**src/logic/adc_capture_pkg.sv**
```systemverilog
// Shared constants and types for the sampling converter capture block.
// Assumes a single system clock domain; no other package is needed.
package adc_capture_pkg;

  // Output word and pipeline shape.
  localparam int CODE_W     = 8;
  localparam int PIPE_DEPTH = 5;
  localparam int FIFO_DEPTH = 8;

  // Input span: the differential input is given in millivolts.
  localparam int FULL_SCALE_MV = 1000;
  localparam int CODE_MAX      = 255;

  // Characteristic output codes.
  localparam logic [7:0] CODE_TOP   = 8'hff;
  localparam logic [7:0] CODE_BOTTOM = 8'h00;
  localparam logic [7:0] CODE_MID_LO = 8'h7f;
  localparam logic [7:0] CODE_MID_HI = 8'h80;

  // Values after reset.
  localparam logic [7:0] CODE_RESET = 8'h00;

  // One converted result: range flag above the offset-binary code.
  typedef struct packed {
    logic                  flag;
    logic [CODE_W-1:0]     code;
  } sample_entry_s;

  localparam int ENTRY_W = CODE_W + 1;

endpackage

```
**src/logic/sample_stream_if.sv**
```systemverilog
// Valid/ready stream carrying converted results between design modules.
// Assumes both ends run on the same clock.
`timescale 1ns/1ps
`default_nettype none
interface sample_stream_if #(parameter int W = 9);
  logic [W-1:0] data;
  logic         valid;
  logic         ready;
  modport src (output data, output valid, input ready);
  modport snk (input data, input valid, output ready);
endinterface
`default_nettype wire

```
**src/logic/sample_fifo.sv**
```systemverilog
// Synchronous FIFO with valid/ready on both sides.
// Assumes one clock and a synchronous active-low reset.
`timescale 1ns/1ps
`default_nettype none
module sample_fifo
  import adc_capture_pkg::*;
#(
  parameter int W     = ENTRY_W,
  parameter int DEPTH = FIFO_DEPTH
)(
  input  wire logic clk_sys,        // System clock.
  input  wire logic resetn,         // Synchronous reset, active low.
  sample_stream_if.snk fill,        // Write side.
  sample_stream_if.src drain        // Read side.
);
  localparam int AW = $clog2(DEPTH);

  typedef struct packed {
    logic [DEPTH-1:0][W-1:0] mem;
    logic [AW-1:0]           wr_ptr;
    logic [AW-1:0]           rd_ptr;
    logic [AW:0]             count;
  } fifo_state_s;

  fifo_state_s st;
  fifo_state_s next_st;
  logic        do_push;
  logic        do_pop;

  // Handshake flags come straight from the occupancy count.
  assign fill.ready  = (st.count != (AW+1)'(DEPTH));
  assign drain.valid = (st.count != '0);
  assign drain.data  = st.mem[st.rd_ptr];
  assign do_push     = fill.valid && fill.ready;
  assign do_pop      = drain.valid && drain.ready;

  // Pointer and count update; pointers wrap at the depth.
  always_comb
  begin
    next_st = st;
    if (do_push)
    begin
      next_st.mem[st.wr_ptr] = fill.data;
      next_st.wr_ptr = (st.wr_ptr == AW'(DEPTH-1)) ? '0 : st.wr_ptr + 1'b1;
    end
    if (do_pop)
    begin
      next_st.rd_ptr = (st.rd_ptr == AW'(DEPTH-1)) ? '0 : st.rd_ptr + 1'b1;
    end
    if (do_push && !do_pop)
    begin
      next_st.count = st.count + 1'b1;
    end
    else if (do_pop && !do_push)
    begin
      next_st.count = st.count - 1'b1;
    end
  end

  // State register.
  always_ff @(posedge clk_sys)
  begin
    if (!resetn)
    begin
      st <= '0;
    end
    else
    begin
      st <= next_st;
    end
  end
endmodule
`default_nettype wire

```
**src/logic/adc_sample_capture.sv**
```systemverilog
// Digital side of an 8-bit pipelined sampling converter.
// Assumes the conversion clock and all pins are synchronous to clk_sys
// and that the conversion clock runs well below half the clk_sys rate.
`timescale 1ns/1ps
`default_nettype none
// Function
// - Each conversion clock falling edge starts conversion.
// - Power-down input low enters shutdown state.
// - Plus one volt gives the largest code.
// - Minus one volt gives the smallest code.
// - Offset binary, mid codes 7f and 80.
// - Result appears five conversion cycles after capture.
// - Range flag marks overrange or underrange.
// - Input tracked while clock high, held after.
module adc_sample_capture
  import adc_capture_pkg::*;
#(
  parameter int DW = 12
)(
  input  wire logic                 clk_sys,        // System clock.
  input  wire logic                 resetn,         // Sync reset, low.
  input  wire logic                 conv_clk,       // Conversion clock.
  input  wire logic                 power_down_n,   // Low: shutdown.
  input  wire logic signed [DW-1:0] input_positive, // Positive input, mV.
  input  wire logic signed [DW-1:0] input_negative, // Negative input, mV.
  output var  logic [CODE_W-1:0]    sample_word,    // Result code.
  output var  logic                 range_flag,     // Out of range.
  output logic                      sample_valid,   // Word is valid.
  input  wire logic                 sample_ready,   // Capture accepts word.
  output var  logic                 shutdown,       // Converter powered down.
  output var  logic                 overrun         // Result lost, FIFO full.
);

  typedef struct packed {
    logic                                 valid;
    sample_entry_s                        entry;
  } stage_s;

  typedef struct packed {
    logic                                 clk_prev;
    logic signed [DW-1:0]                 track;
    logic [PIPE_DEPTH-1:0][ENTRY_W:0]     pipe;
    logic [CODE_W-1:0]                    word;
    logic                                 flag;
    logic                                 out_valid;
    logic                                 down;
    logic                                 lost;
    logic [2:0]                           seen;
  } capture_state_s;

  capture_state_s     st;
  capture_state_s     next_st;
  logic signed [DW:0] diff;
  logic               fall;
  logic               live;
  stage_s             head;
  sample_entry_s      popped;

  sample_stream_if #(.W(ENTRY_W)) push_if ();
  sample_stream_if #(.W(ENTRY_W)) pop_if ();

  // Quantise a held differential voltage to an offset-binary word.
  function automatic sample_entry_s quantize(input logic signed [DW:0] v);
    sample_entry_s    r;
    logic signed [31:0] t;
    r = '0;
    t = 32'(v);
    if (t > FULL_SCALE_MV)
    begin
      r.flag = 1'b1;
      r.code = CODE_TOP;
    end
    else if (t < -FULL_SCALE_MV)
    begin
      r.flag = 1'b1;
      r.code = CODE_BOTTOM;
    end
    else
    begin
      t = ((t + FULL_SCALE_MV) * CODE_MAX) / (2 * FULL_SCALE_MV);
      r.code = CODE_W'(t);
    end
    return r;
  endfunction

  // Edge detection and the live differential input.
  assign diff = (DW+1)'(input_positive) - (DW+1)'(input_negative);
  assign fall = st.clk_prev && !conv_clk;
  assign live = power_down_n;
  assign head = stage_s'(st.pipe[PIPE_DEPTH-1]);
  assign popped = sample_entry_s'(pop_if.data);

  // The last pipeline stage feeds the FIFO on a conversion edge.
  assign push_if.valid = fall && live && head.valid;
  assign push_if.data  = head.entry;
  assign pop_if.ready  = !st.out_valid || sample_ready;

  // Conversion pipeline, tracking and output stage.
  always_comb
  begin
    next_st = st;
    next_st.clk_prev = conv_clk;
    next_st.down = !power_down_n;
    if (!live)
    begin
      next_st.pipe = '0;
      next_st.seen = '0;
    end
    else
    begin
      if (conv_clk)
      begin
        next_st.track = DW'(diff);
      end
      if (fall)
      begin
        next_st.pipe[0] = {1'b1, quantize((DW+1)'(st.track))};
        for (int i = 1; i < PIPE_DEPTH; i++)
        begin
          next_st.pipe[i] = st.pipe[i-1];
        end
        // Falls since the pipeline was last empty, saturating at its depth.
        if (st.seen != 3'(PIPE_DEPTH))
        begin
          next_st.seen = st.seen + 3'h1;
        end
      end
    end
    if (push_if.valid && !push_if.ready)
    begin
      next_st.lost = 1'b1;
    end
    if (pop_if.ready)
    begin
      next_st.out_valid = pop_if.valid;
      if (pop_if.valid)
      begin
        next_st.word = popped.code;
        next_st.flag = popped.flag;
      end
    end
  end

  // State register.
  always_ff @(posedge clk_sys)
  begin
    if (!resetn)
    begin
      st <= '0;
    end
    else
    begin
      st <= next_st;
    end
  end

  sample_fifo #(.W(ENTRY_W), .DEPTH(FIFO_DEPTH)) u_fifo (
    .clk_sys (clk_sys),
    .resetn  (resetn),
    .fill    (push_if),
    .drain   (pop_if)
  );

  // Outputs from the state register.
  assign sample_word  = st.word;
  assign range_flag   = st.flag;
  assign sample_valid = st.out_valid;
  assign shutdown     = st.down;
  assign overrun      = st.lost;

  // Checks on the capture path.
  property p_capture;
    @(posedge clk_sys) disable iff (!resetn)
    fall && live |=> st.pipe[0][ENTRY_W];
  endproperty
  a_capture: assert property (p_capture) else $error("No capture.");

  property p_shutdown;
    @(posedge clk_sys) disable iff (!resetn)
    !power_down_n |=> shutdown && (st.pipe == '0) && !push_if.valid;
  endproperty
  a_shutdown: assert property (p_shutdown) else $error("Not down.");

  property p_top;
    @(posedge clk_sys) disable iff (!resetn)
    fall && live && st.track == DW'(FULL_SCALE_MV)
      |=> st.pipe[0][CODE_W-1:0] == CODE_TOP && !st.pipe[0][CODE_W];
  endproperty
  a_top: assert property (p_top) else $error("Bad top code.");

  property p_bottom;
    @(posedge clk_sys) disable iff (!resetn)
    fall && live && st.track == -DW'(FULL_SCALE_MV)
      |=> st.pipe[0][CODE_W-1:0] == CODE_BOTTOM && !st.pipe[0][CODE_W];
  endproperty
  a_bottom: assert property (p_bottom) else $error("Bad bottom code.");

  property p_mid;
    @(posedge clk_sys) disable iff (!resetn)
    fall && live && st.track == '0
      |=> st.pipe[0][CODE_W-1:0] == CODE_MID_LO;
  endproperty
  a_mid: assert property (p_mid) else $error("Bad mid code.");

  property p_latency;
    @(posedge clk_sys) disable iff (!resetn)
    fall && live |-> head.valid == (st.seen == 3'(PIPE_DEPTH));
  endproperty
  a_latency: assert property (p_latency) else $error("Bad latency.");

  property p_range;
    @(posedge clk_sys) disable iff (!resetn)
    sample_valid && range_flag |-> sample_word == CODE_TOP
      || sample_word == CODE_BOTTOM;
  endproperty
  a_range: assert property (p_range) else $error("Bad range code.");

  property p_track;
    @(posedge clk_sys) disable iff (!resetn)
    live && conv_clk ##1 live && !conv_clk |=> $stable(st.track)
      && st.track == DW'($past(diff, 2));
  endproperty
  a_track: assert property (p_track) else $error("Bad hold.");

  c_top: cover property (@(posedge clk_sys) push_if.valid
    && push_if.data == {1'b0, CODE_TOP});
  c_over: cover property (@(posedge clk_sys) sample_valid && range_flag);
  c_full: cover property (@(posedge clk_sys) overrun);
  c_down: cover property (@(posedge clk_sys) shutdown ##1 !shutdown);

endmodule
`default_nettype wire

```
**config.mk**
```make
export PLATFORM = sky130hd
export DESIGN_NAME = adc_sample_capture
export DESIGN_NICKNAME = d
export VERILOG_FILES = /design/src/logic/adc_capture_pkg.sv /design/src/logic/sample_stream_if.sv /design/src/logic/sample_fifo.sv /design/src/logic/adc_sample_capture.sv
export SDC_FILE = /design/constraint.sdc
export NUM_CORES = 1
export LEC_CHECK = 0
export BUFFER_PORTS_ARGS = -buffer_cell sky130_fd_sc_hd__buf_2
export CAP_MARGIN = 20
export CORE_MARGIN = 10
export CORE_UTILIZATION = 35
export DETAILED_ROUTE_END_ITERATION = 10
export SETUP_SLACK_MARGIN = 0.15
export SLEW_MARGIN = 20
export SYNTH_ARGS = -nofsm -noshare
export SYNTH_HDL_FRONTEND = slang
export SYNTH_HIERARCHICAL = 1
export SYNTH_SLANG_ARGS = --single-unit
```
**constraint.sdc**
```tcl
create_clock -name clk_sys -period 16.62 [get_ports clk_sys]
set_input_delay 0.831 -clock clk_sys [delete_from_list [all_inputs] [get_ports clk_sys]]
set_output_delay 0.831 -clock clk_sys [all_outputs]
set_load 0.05 [all_outputs]
```
## Word level (Yosys, flattened, before mapping)

Cells that the tools add are included.
Widths: inputs -> output; s select.

| storage, ports and cells | value |
|---|---|
| flip-flop bits (word level) | 157 |
| bits in latches | 0 |
| RAM bits | 0 |
| memory bits (read-only) | 0 |
| bits of input ports | 29 |
| output and inout bits | 12 |
| word-level logic and storage cells | 72 |
| memories | 0 |

| cells by class | value |
|---|---|
| $add $sub $neg | 6 |
| $mul | 1 |
| div/mod/pow operators | 1 |
| magnitude comparators | 5 |
| equality and inequality tests | 3 |
| shifts and indexed selects | 0 |
| muxes and demuxes | 12 |
| bitwise gates (word level) | 0 |
| reductions and logical operators | 21 |

Operator list:

| kind | number |
|---|---|
| $bwmux 72 | 1 |
| $div 32x12->32 const B | 1 |
| $bmux 9 s3 | 1 |
| $demux 9 s3 | 1 |
| $mux 9 | 3 |
| $mul 13x9->22 const B | 1 |
| $add 12x11->13 const B | 1 |
| $gt 12x11->1 const B | 1 |
| $lt 12x11->1 const B | 1 |
| $sub 12x12->12 | 1 |
| $logic_and 1x1->1 | 9 |
| $lt 3x4->1 const B | 2 |
| $mux 4 | 2 |
| $mux 8 | 1 |
| $add 3x1->3 const B | 2 |
| $eq 3x3->1 const B | 2 |
| $logic_not 1->1 | 6 |
| $mux 3 | 2 |
| $reduce_and 2->1 | 3 |
| $add 4x1->4 const B | 1 |
| $ne 4x4->1 const B | 1 |
| $reduce_bool 4->1 | 1 |
| $sub 4x1->4 const B | 1 |
| $ge 3x1->1 const B | 1 |
| 3 further kinds | 3 |

## Logic depth before layout (Yosys ltp)

Gate-level depths: netlist (run 1).

| depth | value |
|---|---|
| word-level depth | 9 |
| gate-level depth with buffers | 61 |
| mapped depth without buffers | 52 |

## Hierarchy

The synthesis (run 1) kept the hierarchy.

By module, submodules not included:

| module | times used | cells an instance | area an instance (um^2) | seq. area each (um^2) |
|---|---|---|---|---|
| adc_sample_capture | 1 | 1348 | 10126.0 | 1501.4 |
| sample_fifo | 1 | 345 | 3901.2 | 1641.6 |

## Worst setup path before layout (run 1)

OpenSTA, ideal clock, no wires.

| timing path | value |
|---|---|
| path kind | flip-flop to flip-flop |
| from | reg, netlist name st[70] |
| to | reg, netlist name st[19] |
| setup time | 0.070 ns |
| arrival time | 13.598 ns |
| data required time | 16.550 ns |
| setup slack | 2.952 ns |
| cell stages (with the launch flop) | 57 |
| buffers on the path | 6 |
| clock period less this slack | 13.668 ns |
| cell sequence | dfxtp_1 buf_6 or4_4 nor3_1 o21ai_1 inv_1 clkbuf_1 xnor2_1 inv_1 fa_1 fa_1 inv_1 fa_1 inv_1 ha_1 a21o_1 a31o_1 or3_1 (+21 left out) o211a_1 or3b_4 a211oi_2 nor2_2 a21oi_1 o211ai_1 a21oi_2 and2_1 buf_2 nor2_1 a311oi_1 a2bb2oi_1 ha_1 inv_1 o31ai_1 xnor2_1 nand2_1 a21oi_1 |

==> metrics.md, run 1 <==
| Metric | Value |
|---|---|
| Register bit total from synthesis | 157 |
| Number of max-cap violations | 0 |
| WL final | 34300 um |
| Setup TNS after final layout | 0 ns |
| CTS tree | built |
| Depth of the CTS H-tree | 4 |
| Area contributors post-synth | dfxtp_1 (22%), fa_1 (7.6%), mux2i_1 (5.9%) |
| Die Wd | 220 um |
| Mapped Nets | 1838 |
| Share of the synthesized area in the top cell type | 0.224 |
| Total congestion overflow | 0 |
| CTS Sinks | 157 |
| Multiplexer share of the synthesized area | 0.0995 |
| Nets | 1817 |
| RSZ-0062 raised after global routing | false |
| Sequential fraction of the synthesis area | 0.224 |
| Post-synthesis xor/xnor area fraction | 0.0549 |
| Final hold slack | 0.447 ns |
| Reg clk slew, reported paths | 0.07 ns |
| GPL Wtd Cong | 0.899 |
| Clock period minus worst slack | 15.29 ns |
| Worst-Margin Slew | 1.01 ns |
| Core Area | 39600 sq um |
| CP max-delay cell | or4_4 |
| DRT iter0 DRCs | 762 |
| Total GRT Usage | 0.137 |
| Main synth FF type | dfxtp_1 |
| # rows | 73 |
| Post-layout instance area | 15300 sq um |
| Final-layout fill cell count | 4061 |
| Final setup fails | 0 |
| Simple-gate area share of the yosys netlist | 0.214 |
| N_diodes | 0 |
| Port Buf Inserts | 40 |
| Boundary Pins | 41 |
| Synth Area per Inst | 8.29 sq um |
| Clock buffer depth | 2 |
| Antenna violations before repair | 0 |
| Vias | 12.0k |
| Largest family of logic cells by synthesized area | simple AND/OR/NAND/NOR gates |
| WS Path Type | flop to flop |
| Slew Limit Headroom | 0.325 |
| Initial Utilization | 0.354 |
| DRC | 0 |
| Status | finished clean |
| Cell mode on critical path | inv_1 |
| Syn-to-layout area delta | 8.97% |
| Post-synthesis cell count | 1693 |
| Startpoint types | flop |
| Final Skew | 0.0116 ns |
| Min-delay worst type | flop to flop |
| Asr flop ratio synth | 0 |
| Skew-Pair Late Insertion Delay | 0.43 ns |
| Worst path max stage delay | 0.60 ns |
| Area post-placement | 14600 sq um |
| Final slew viol count | 0 |
| First-pass GRT wire length | 56100 um |
| Routed wire length per instance | 15.5 um |
| Final ANT Viol Nets | 0 |
| Mapped Area | 14000 sq um |
| Fmax | 0.0654 GHz |
| Yosys warnings | 6 |
| Die Area | 48500 sq um |
| Post-synth EDFFs | 0 |
| WP data arrival | 15.66 ns |
| Yosys top cell by area | dfxtp_1 |
| Final core utilization | 0.386 |
| Fin crit share | 0.920 |
| Via/cell ratio | 5.41 |
| Layout cells sized above 1 | 0.111 |
| WP data required | 16.99 ns |
| CTS Root Cell | clkbuf_16 |
| Synth Area in Compound Gates | 0.204 |
| CP max FO | 12 |
| Final hold violation count | 0 |
| Post-Synth Adder-Cell Area | 0.134 |
| Crit end category | flop |
| Largest net degree at the start of global routing | 111 |
| Vias in the first global route | 11.1k |
| Chip Height | 220 um |
| Post-DP HPWL | 25700 um |
| DRT Pass-1 Iters | 6 |
| Synth unique cells | 111 |
| CTS Buf Count | 17 |
==> worst paths after layout <==
path           from       to  slack (ns)  cells after the start
max reg2reg  st[70]   st[19]        1.33                     52
max          st[70]   st[19]        1.33                     52
min          st[47]  head[2]        0.45                      2
min reg2reg  st[47]  head[2]        0.45                      2
==> worst max-delay path: cells and delay by family, from the launching register on <==
family / cells / cell delay [ns]
AOI/OAI and AO/OA: 25 / 7.10
adders and majority gates: 6 / 2.41
and+or+nand+nor: 13 / 4.27
xor gates and xnor gates: 2 / 0.40
DFF: 1 / 0.38
buffers and inverters: 6 / 0.63
==> state kept, by name (all words and copies together), names as in the netlist <==
register / count
u_fifo/st: 82
st: 53
head: 10
sample_word: 8
overrun: 1
range_flag: 1
sample_valid: 1
shutdown: 1
==> metrics by stage <==
| stage | instances | setup WS (ns) |
|---|---|---|
| after floorplan | 1693 | 2.95 |
| after global placement | 2175 | 1.00 |
| after detailed placement | 2175 | 0.745 |
| after CTS | 2207 | 0.714 |
| after global routing | 2210 | 0.134 |
| final | 2210 | 1.33 |
==> timing repair <==
action	CTS	global route
hold buffers	0	0
buffers inserted	0	3
gates resized for setup	0	17
endpoints found under the setup margin	0	6
==> layer usage <==
layer,track usage,up-vias,part of all wire
met2,0.232,252,0.48
li1,-,5930,-
met5,0,-,0
met4,0.0274,0,0.012
met3,0.0194,43,0.035
met1,0.184,5733,0.47
==> layout make-up <==
type | instances | area, sq um | area share
Sequential cell | 157 | 3140 | 0.206
Multi-Input combinational cell | 1300 | 10000 | 0.655
Timing Repair Buffer | 58 | 335 | 0.0219
Inverter | 138 | 522 | 0.0341
Tap cell | 525 | 657 | 0.0430
Clock inverter | 15 | 195 | 0.0128
Clock buffer | 17 | 425 | 0.0278
==> cell usage in the layout, fill, tap and decap left out, types with 34 or more instances in the layout <==
cell and instances:
a21o_1 34, nand2_1 177, nor2_1 74, inv_1 137, a21oi_1 88, fa_1 53
dfxtp_1 157, nor3_1 40, xnor2_1 60, o21ai_0 57, mux2i_1 83, nand3_1 51
ha_1 63, buf_2 40, nor2b_1 80
==> synthesized netlist by cell type (53+ instances only) <==
cell      count
nand2_1     178
dfxtp_1     157
inv_1       138
a21oi_1      93
mux2i_1      83
nor2b_1      81
nor2_1       74
ha_1         63
clkbuf_1     60
xnor2_1      60
o21ai_0      58
fa_1         53
==> cells by family (layout without fill, tap and decap cells) <==
logic type,after synthesis,count (layout)
adder cells (fa/ha/maj),119,119
flip-flops,157,157
buffers and inverters,236,228
XOR/XNOR,87,87
multiplexers,115,115
AO/OA/AOI/OAI,402,402
AND/OR/NAND/NOR,577,577
Power of run 1 is not shown: default switching activity piles up to over one toggle a cycle in this logic, so the estimate is an artifact.
==> run 2, diff against run 1 <==
--- a/config.mk
+++ b/config.mk
@@ -10,6 +10,7 @@
 export CORE_MARGIN = 10
 export CORE_UTILIZATION = 35
 export DETAILED_ROUTE_END_ITERATION = 10
+export PLACE_DENSITY = 0.57
 export SETUP_SLACK_MARGIN = 0.15
 export SLEW_MARGIN = 20
 export SYNTH_ARGS = -nofsm -noshare
==> metrics.md, run 2 (synthesis gave the netlist of run 1 again) <==
| Metric | Value |
|---|---|
| Status | finished clean |
| Largest net degree at the start of global routing | 111 (unchanged) |
| Crit end category | flop |
| Die Area | 48500 sq um (unchanged) |
| # rows | 73 (unchanged) |
| Worst path top cell family by delay | compound AO/OA/AOI/OAI gates |
| Slew Limit Headroom | 0.385 (+0.0597) |
| Number of max-cap violations | 0 (unchanged) |
| Chip Height | 220 um (unchanged) |
| Final slew viol count | 0 (unchanged) |
| Vias in the first global route | 11.4k (+2.5%) |
| RSZ-0062 raised after global routing | false |
| Vias | 11.8k (-1.2%) |
| Final setup fails | 0 (unchanged) |
| First-pass GRT wire length | 57900 um (+3.2%) |
| WP data arrival | 15.76 ns (+0.10 ns) |
| Port Buf Inserts | 40 (unchanged) |
| Setup TNS after final layout | 0 ns (unchanged) |
| DRC | 0 (unchanged) |
| Min-delay worst type | flop to flop |
| Worst path max stage delay | 0.60 ns (about the same) |
| Fin crit share | 0.926 (+0.00613) |
| WL final | 34900 um (+2.0%) |
| Total GRT Usage | 0.142 (+0.00449) |
| Startpoint types | flop |
| CTS tree | built |
| Commonest non-fill, non-tap cells in the layout | nand2_1 (177), dfxtp_1 (157), inv_1 (137), a21oi_1 (89), mux2i_1 (83) |
| Boundary Pins | 41 (unchanged) |
| Final ANT Viol Nets | 0 (unchanged) |
| CTS Sinks | 157 (unchanged) |
| Initial Utilization | 0.354 (unchanged) |
| DRT iter0 DRCs | 663 (-13%) |
| Fmax | 0.0650 GHz (-0.66%) |
| CP max FO | 12 (unchanged) |
| Worst-Margin Slew | 0.916 ns (-0.0918 ns) |
| Final-layout fill cell count | 4122 (+1.5%) |
| Total congestion overflow | 0 (unchanged) |
| Core Area | 39600 sq um (unchanged) |
| Routed wire length per instance | 15.8 um (+1.9%) |
| Final hold violation count | 0 (unchanged) |
| WS Path Type | flop to flop |
| CTS Buf Count | 17 (unchanged) |
| Most common cell after layout, fill and taps aside | nand2_1 |
| CTS Root Cell | clkbuf_16 |
| WP data required | 16.98 ns (about the same) |
| Via/cell ratio | 5.34 (-1.3%) |
| Largest Register | u_fifo/st |
| Layout cells sized above 1 | 0.111 (about the same) |
| Die Wd | 220 um (unchanged) |
| N_diodes | 0 (unchanged) |
| Final Skew | 0.0137 ns (+0.00205 ns) |
| Nets | 1818 (+0.055%) |
| CP Buf/Inv Count | 6 (unchanged) |
| GPL Wtd Cong | 0.869 (-3.3%) |
| Syn-to-layout area delta | 9.10% |
| Multi-input logic area | 10000 sq um (about the same) |
| Depth of the CTS H-tree | 4 (unchanged) |
| Reg clk slew, reported paths | 0.08 ns (about the same) |
| Post-DP HPWL | 26100 um (+1.4%) |
| Skew-Pair Late Insertion Delay | 0.43 ns (about the same) |
| Clock buffer depth | 2 (unchanged) |
| Reg area | 3140 sq um (unchanged) |
| Clock period minus worst slack | 15.39 ns (+0.102 ns) |
| CP max-delay cell | or4_4 |
| Antenna violations before repair | 0 (unchanged) |
| DRT Pass-1 Iters | 5 (-1) |
| Largest register FFs | 82 (unchanged) |
## run 2: worst paths after layout
kind          start     end  slack, ns  depth (start not counted)
max reg2reg  st[70]  st[19]       1.23                         52
min reg2reg  st[25]  st[35]       0.44                          2
min          st[25]  st[35]       0.44                          2
max          st[70]  st[19]       1.23                         52
## run 2: cell type report
cell class | count | area share
inverter | 138 | 0.0341
tap | 525 | 0.0429
timing repair buffer | 59 | 0.0224
sequential | 157 | 0.205
multi-input combinational | 1300 | 0.654
clock inverter | 15 | 0.0139
clock buffer | 17 | 0.0278
## run 2: through the flow
stage          cells  instance area, sq um  worst slack (ns)  hold slack [ns]   util
5_1_grt         2211                 15300             0.143            0.440  0.386
3_3_place_gp    2176                 14600              1.03            0.437  0.367
6_report        2211                 15300              1.23            0.439  0.386
4_1_cts         2208                 15200             0.621            0.441  0.384
3_5_place_dp    2176                 14600             0.690            0.442  0.367
2_1_floorplan   1693                 14000              2.95            0.429      -
## run 2: worst min-delay path, cell delays in order, from the launching register on
cell	delay, ns
dfxtp_1	0.31
nand2_1	0.05
a21oi_1	0.05
## run 2: what timing repair did
item                                    in CTS  in global routing
hold buffers                                 0                  0
gates resized for setup                      0                 17
setup buffers                                0                  3
endpoints found under the setup margin       0                  7
## run 2: layer usage
layer / routed length, um / up-vias / global-route usage
li1: - / 5925 / -
met1: 16600 / 5650 / 0.191
met2: 16800 / 200 / 0.238
met3: 1030 / 37 / 0.0182
met4: 442 / 0 / 0.0317
met5: 0 / - / 0
Power of run 2 is left out for the same reason.
==> run 3, diff against run 2 <==
--- a/config.mk
+++ b/config.mk
@@ -7,6 +7,7 @@
 export LEC_CHECK = 0
 export BUFFER_PORTS_ARGS = -buffer_cell sky130_fd_sc_hd__buf_2
 export CAP_MARGIN = 20
+export CORE_ASPECT_RATIO = 1.1
 export CORE_MARGIN = 10
 export CORE_UTILIZATION = 35
 export DETAILED_ROUTE_END_ITERATION = 10
==> metrics.md, run 3 (synthesis gave the netlist of run 1 again) <==
| Metric | Value |
|---|---|
| Post-DP HPWL | 25900 um (-0.77%) |
| Skew-Pair Late Insertion Delay | 0.42 ns (about the same) |
| Largest net degree at the start of global routing | 111 (unchanged) |
| CTS Hold Buffers Added | 0 (unchanged) |
| DRT Pass-1 Iters | 5 (unchanged) |
| Clock buffer depth | 2 (unchanged) |
| Vias | 11.8k (-0.37%) |
| Final hold violation count | 0 (unchanged) |
| Post-CTS Setup Repair Bufs | 0 (unchanged) |
| N_diodes | 0 (unchanged) |
| Fmax | 0.0651 GHz (+0.27%) |
| CTS Buf Count | 17 (unchanged) |
| Crit end category | flop |
| WP data arrival | 15.71 ns (-0.05 ns) |
| Area post-placement | 14500 sq um (-0.22%) |
| Final setup fails | 0 (unchanged) |
| Total congestion overflow | 0 (unchanged) |
| Final core utilization | 0.386 (about the same) |
| Startpoint types | flop |
| Number of max-cap violations | 0 (unchanged) |
| Met3 track demand over resource | 0.0190 (+0.000886) |
| Largest register FFs | 82 (unchanged) |
| Via/cell ratio | 5.38 (+0.77%) |
| Final slew viol count | 0 (unchanged) |
| Final-layout fill cell count | 4064 (-1.4%) |
| Cts repair resizes | 0 (unchanged) |
| Boundary Pins | 41 (unchanged) |
| Fin crit share | 0.924 (-0.00245) |
| WL final | 34200 um (-2.1%) |
| Status | finished clean |
| CP max FO | 21 (+9) |
| CTS tree | built |
| Depth of the CTS H-tree | 4 (unchanged) |
| CTS Sinks | 157 (unchanged) |
| Reg clk slew, reported paths | 0.07 ns (about the same) |
| DRT iter0 DRCs | 798 (+20%) |
| RSZ-0062 raised after global routing | false |
| Commonest non-fill, non-tap cells in the layout | nand2_1 (177), dfxtp_1 (157), inv_1 (138), a21oi_1 (90), mux2i_1 (83) |
| CP max-delay cell | a21oi_1 |
| Setup TNS after final layout | 0 ns (unchanged) |
| GRT met1 Usage | 0.186 (-0.00443) |
| Total GRT Usage | 0.139 (-0.00331) |
| Syn-to-layout area delta | 8.44% |
| Die Area | 48500 sq um (about the same) |
| Min-delay worst type | flop to flop |
| Vias in the first global route | 11.1k (-2.9%) |
| Initial Utilization | 0.356 (+0.00245) |
| Port Buf Inserts | 40 (unchanged) |
| WP data required | 16.97 ns (about the same) |
| Layout cells sized above 1 | 0.106 (-0.00490) |
| Top Usage Layer GRT | met2 |
| Chip Height | 230 um (+4.4%) |
| Final ANT Viol Nets | 0 (unchanged) |
| Worst-Margin Slew | 0.989 ns (+0.0731 ns) |
| Largest Register | u_fifo/st |
| Met2 usage | 0.231 (-0.00668) |
| Routed wire length per instance | 15.7 um (-0.93%) |
| WS Path Type | flop to flop |
| Post-layout instance area | 15200 sq um (-0.61%) |
| Most common cell after layout, fill and taps aside | nand2_1 |
| Nets | 1811 (-0.39%) |
| Cell mode on critical path | nor2_1 |
| Slew Limit Headroom | 0.338 (-0.0471) |
| GPL Wtd Cong | 0.889 (+2.3%) |
| CTS Root Cell | clkbuf_16 |
| Final Skew | 0.00830 ns (-0.00537 ns) |
| Antenna violations before repair | 0 (unchanged) |
| Clock period minus worst slack | 15.35 ns (-0.0407 ns) |
| DRC | 0 (unchanged) |
| Worst path max stage delay | 0.69 ns (+0.09 ns) |
| # rows | 76 (+4.1%) |
| Die Wd | 211 um (-4.2%) |
| Core Area | 39400 sq um (-0.69%) |
| First-pass GRT wire length | 56700 um (-2.0%) |
==> run 3: critical path: cells and delay by family (launching register included) <==
family | cells | cell delay (ns)
compound gates | 21 | 6.39
xor+xnor | 4 | 1.23
fa+ha+maj | 5 | 2.15
buf+inv | 2 | 0.21
flops | 1 | 0.39
simple gates | 16 | 4.89
==> run 3: layout make-up <==
type | instances | area [sq um] | share of cell area
Sequential cell | 157 | 3140 | 0.207
Clock inverter | 14 | 180 | 0.0118
Timing Repair Buffer | 52 | 290 | 0.0191
Inverter | 138 | 518 | 0.0341
Clock buffer | 18 | 439 | 0.0289
Multi-Input combinational cell | 1300 | 10000 | 0.658
Tap cell | 507 | 634 | 0.0417
==> run 3: stage by stage <==
stage	std cells	setup WS, ns	hold WS (ns)
global route	2186	0.162	0.462
CTS	2186	0.567	0.446
detailed placement	2154	0.615	0.442
global placement	2154	0.940	0.436
floorplan	1693	2.95	0.429
finish	2186	1.27	0.439
==> run 3: final timing paths <==
| kind | slack, ns | cells after the start | from | endpoint |
|---|---|---|---|---|
| setup / recovery | 1.27 | 48 | st[70] | st[19] |
| hold / removal | 0.44 | 2 | st[42] | st[52] |
| setup reg to reg | 1.27 | 48 | st[70] | st[19] |
| hold reg to reg | 0.44 | 2 | st[42] | st[52] |
==> run 3: layer usage <==
layer	share of wire	vias to the layer above	wire (um)
met1	0.48	5636	16300
met4	0.0098	0	334
met2	0.49	196	16700
met5	0	-	0
met3	0.026	22	874
li1	-	5914	-
Power of run 3 is left out for the same reason.
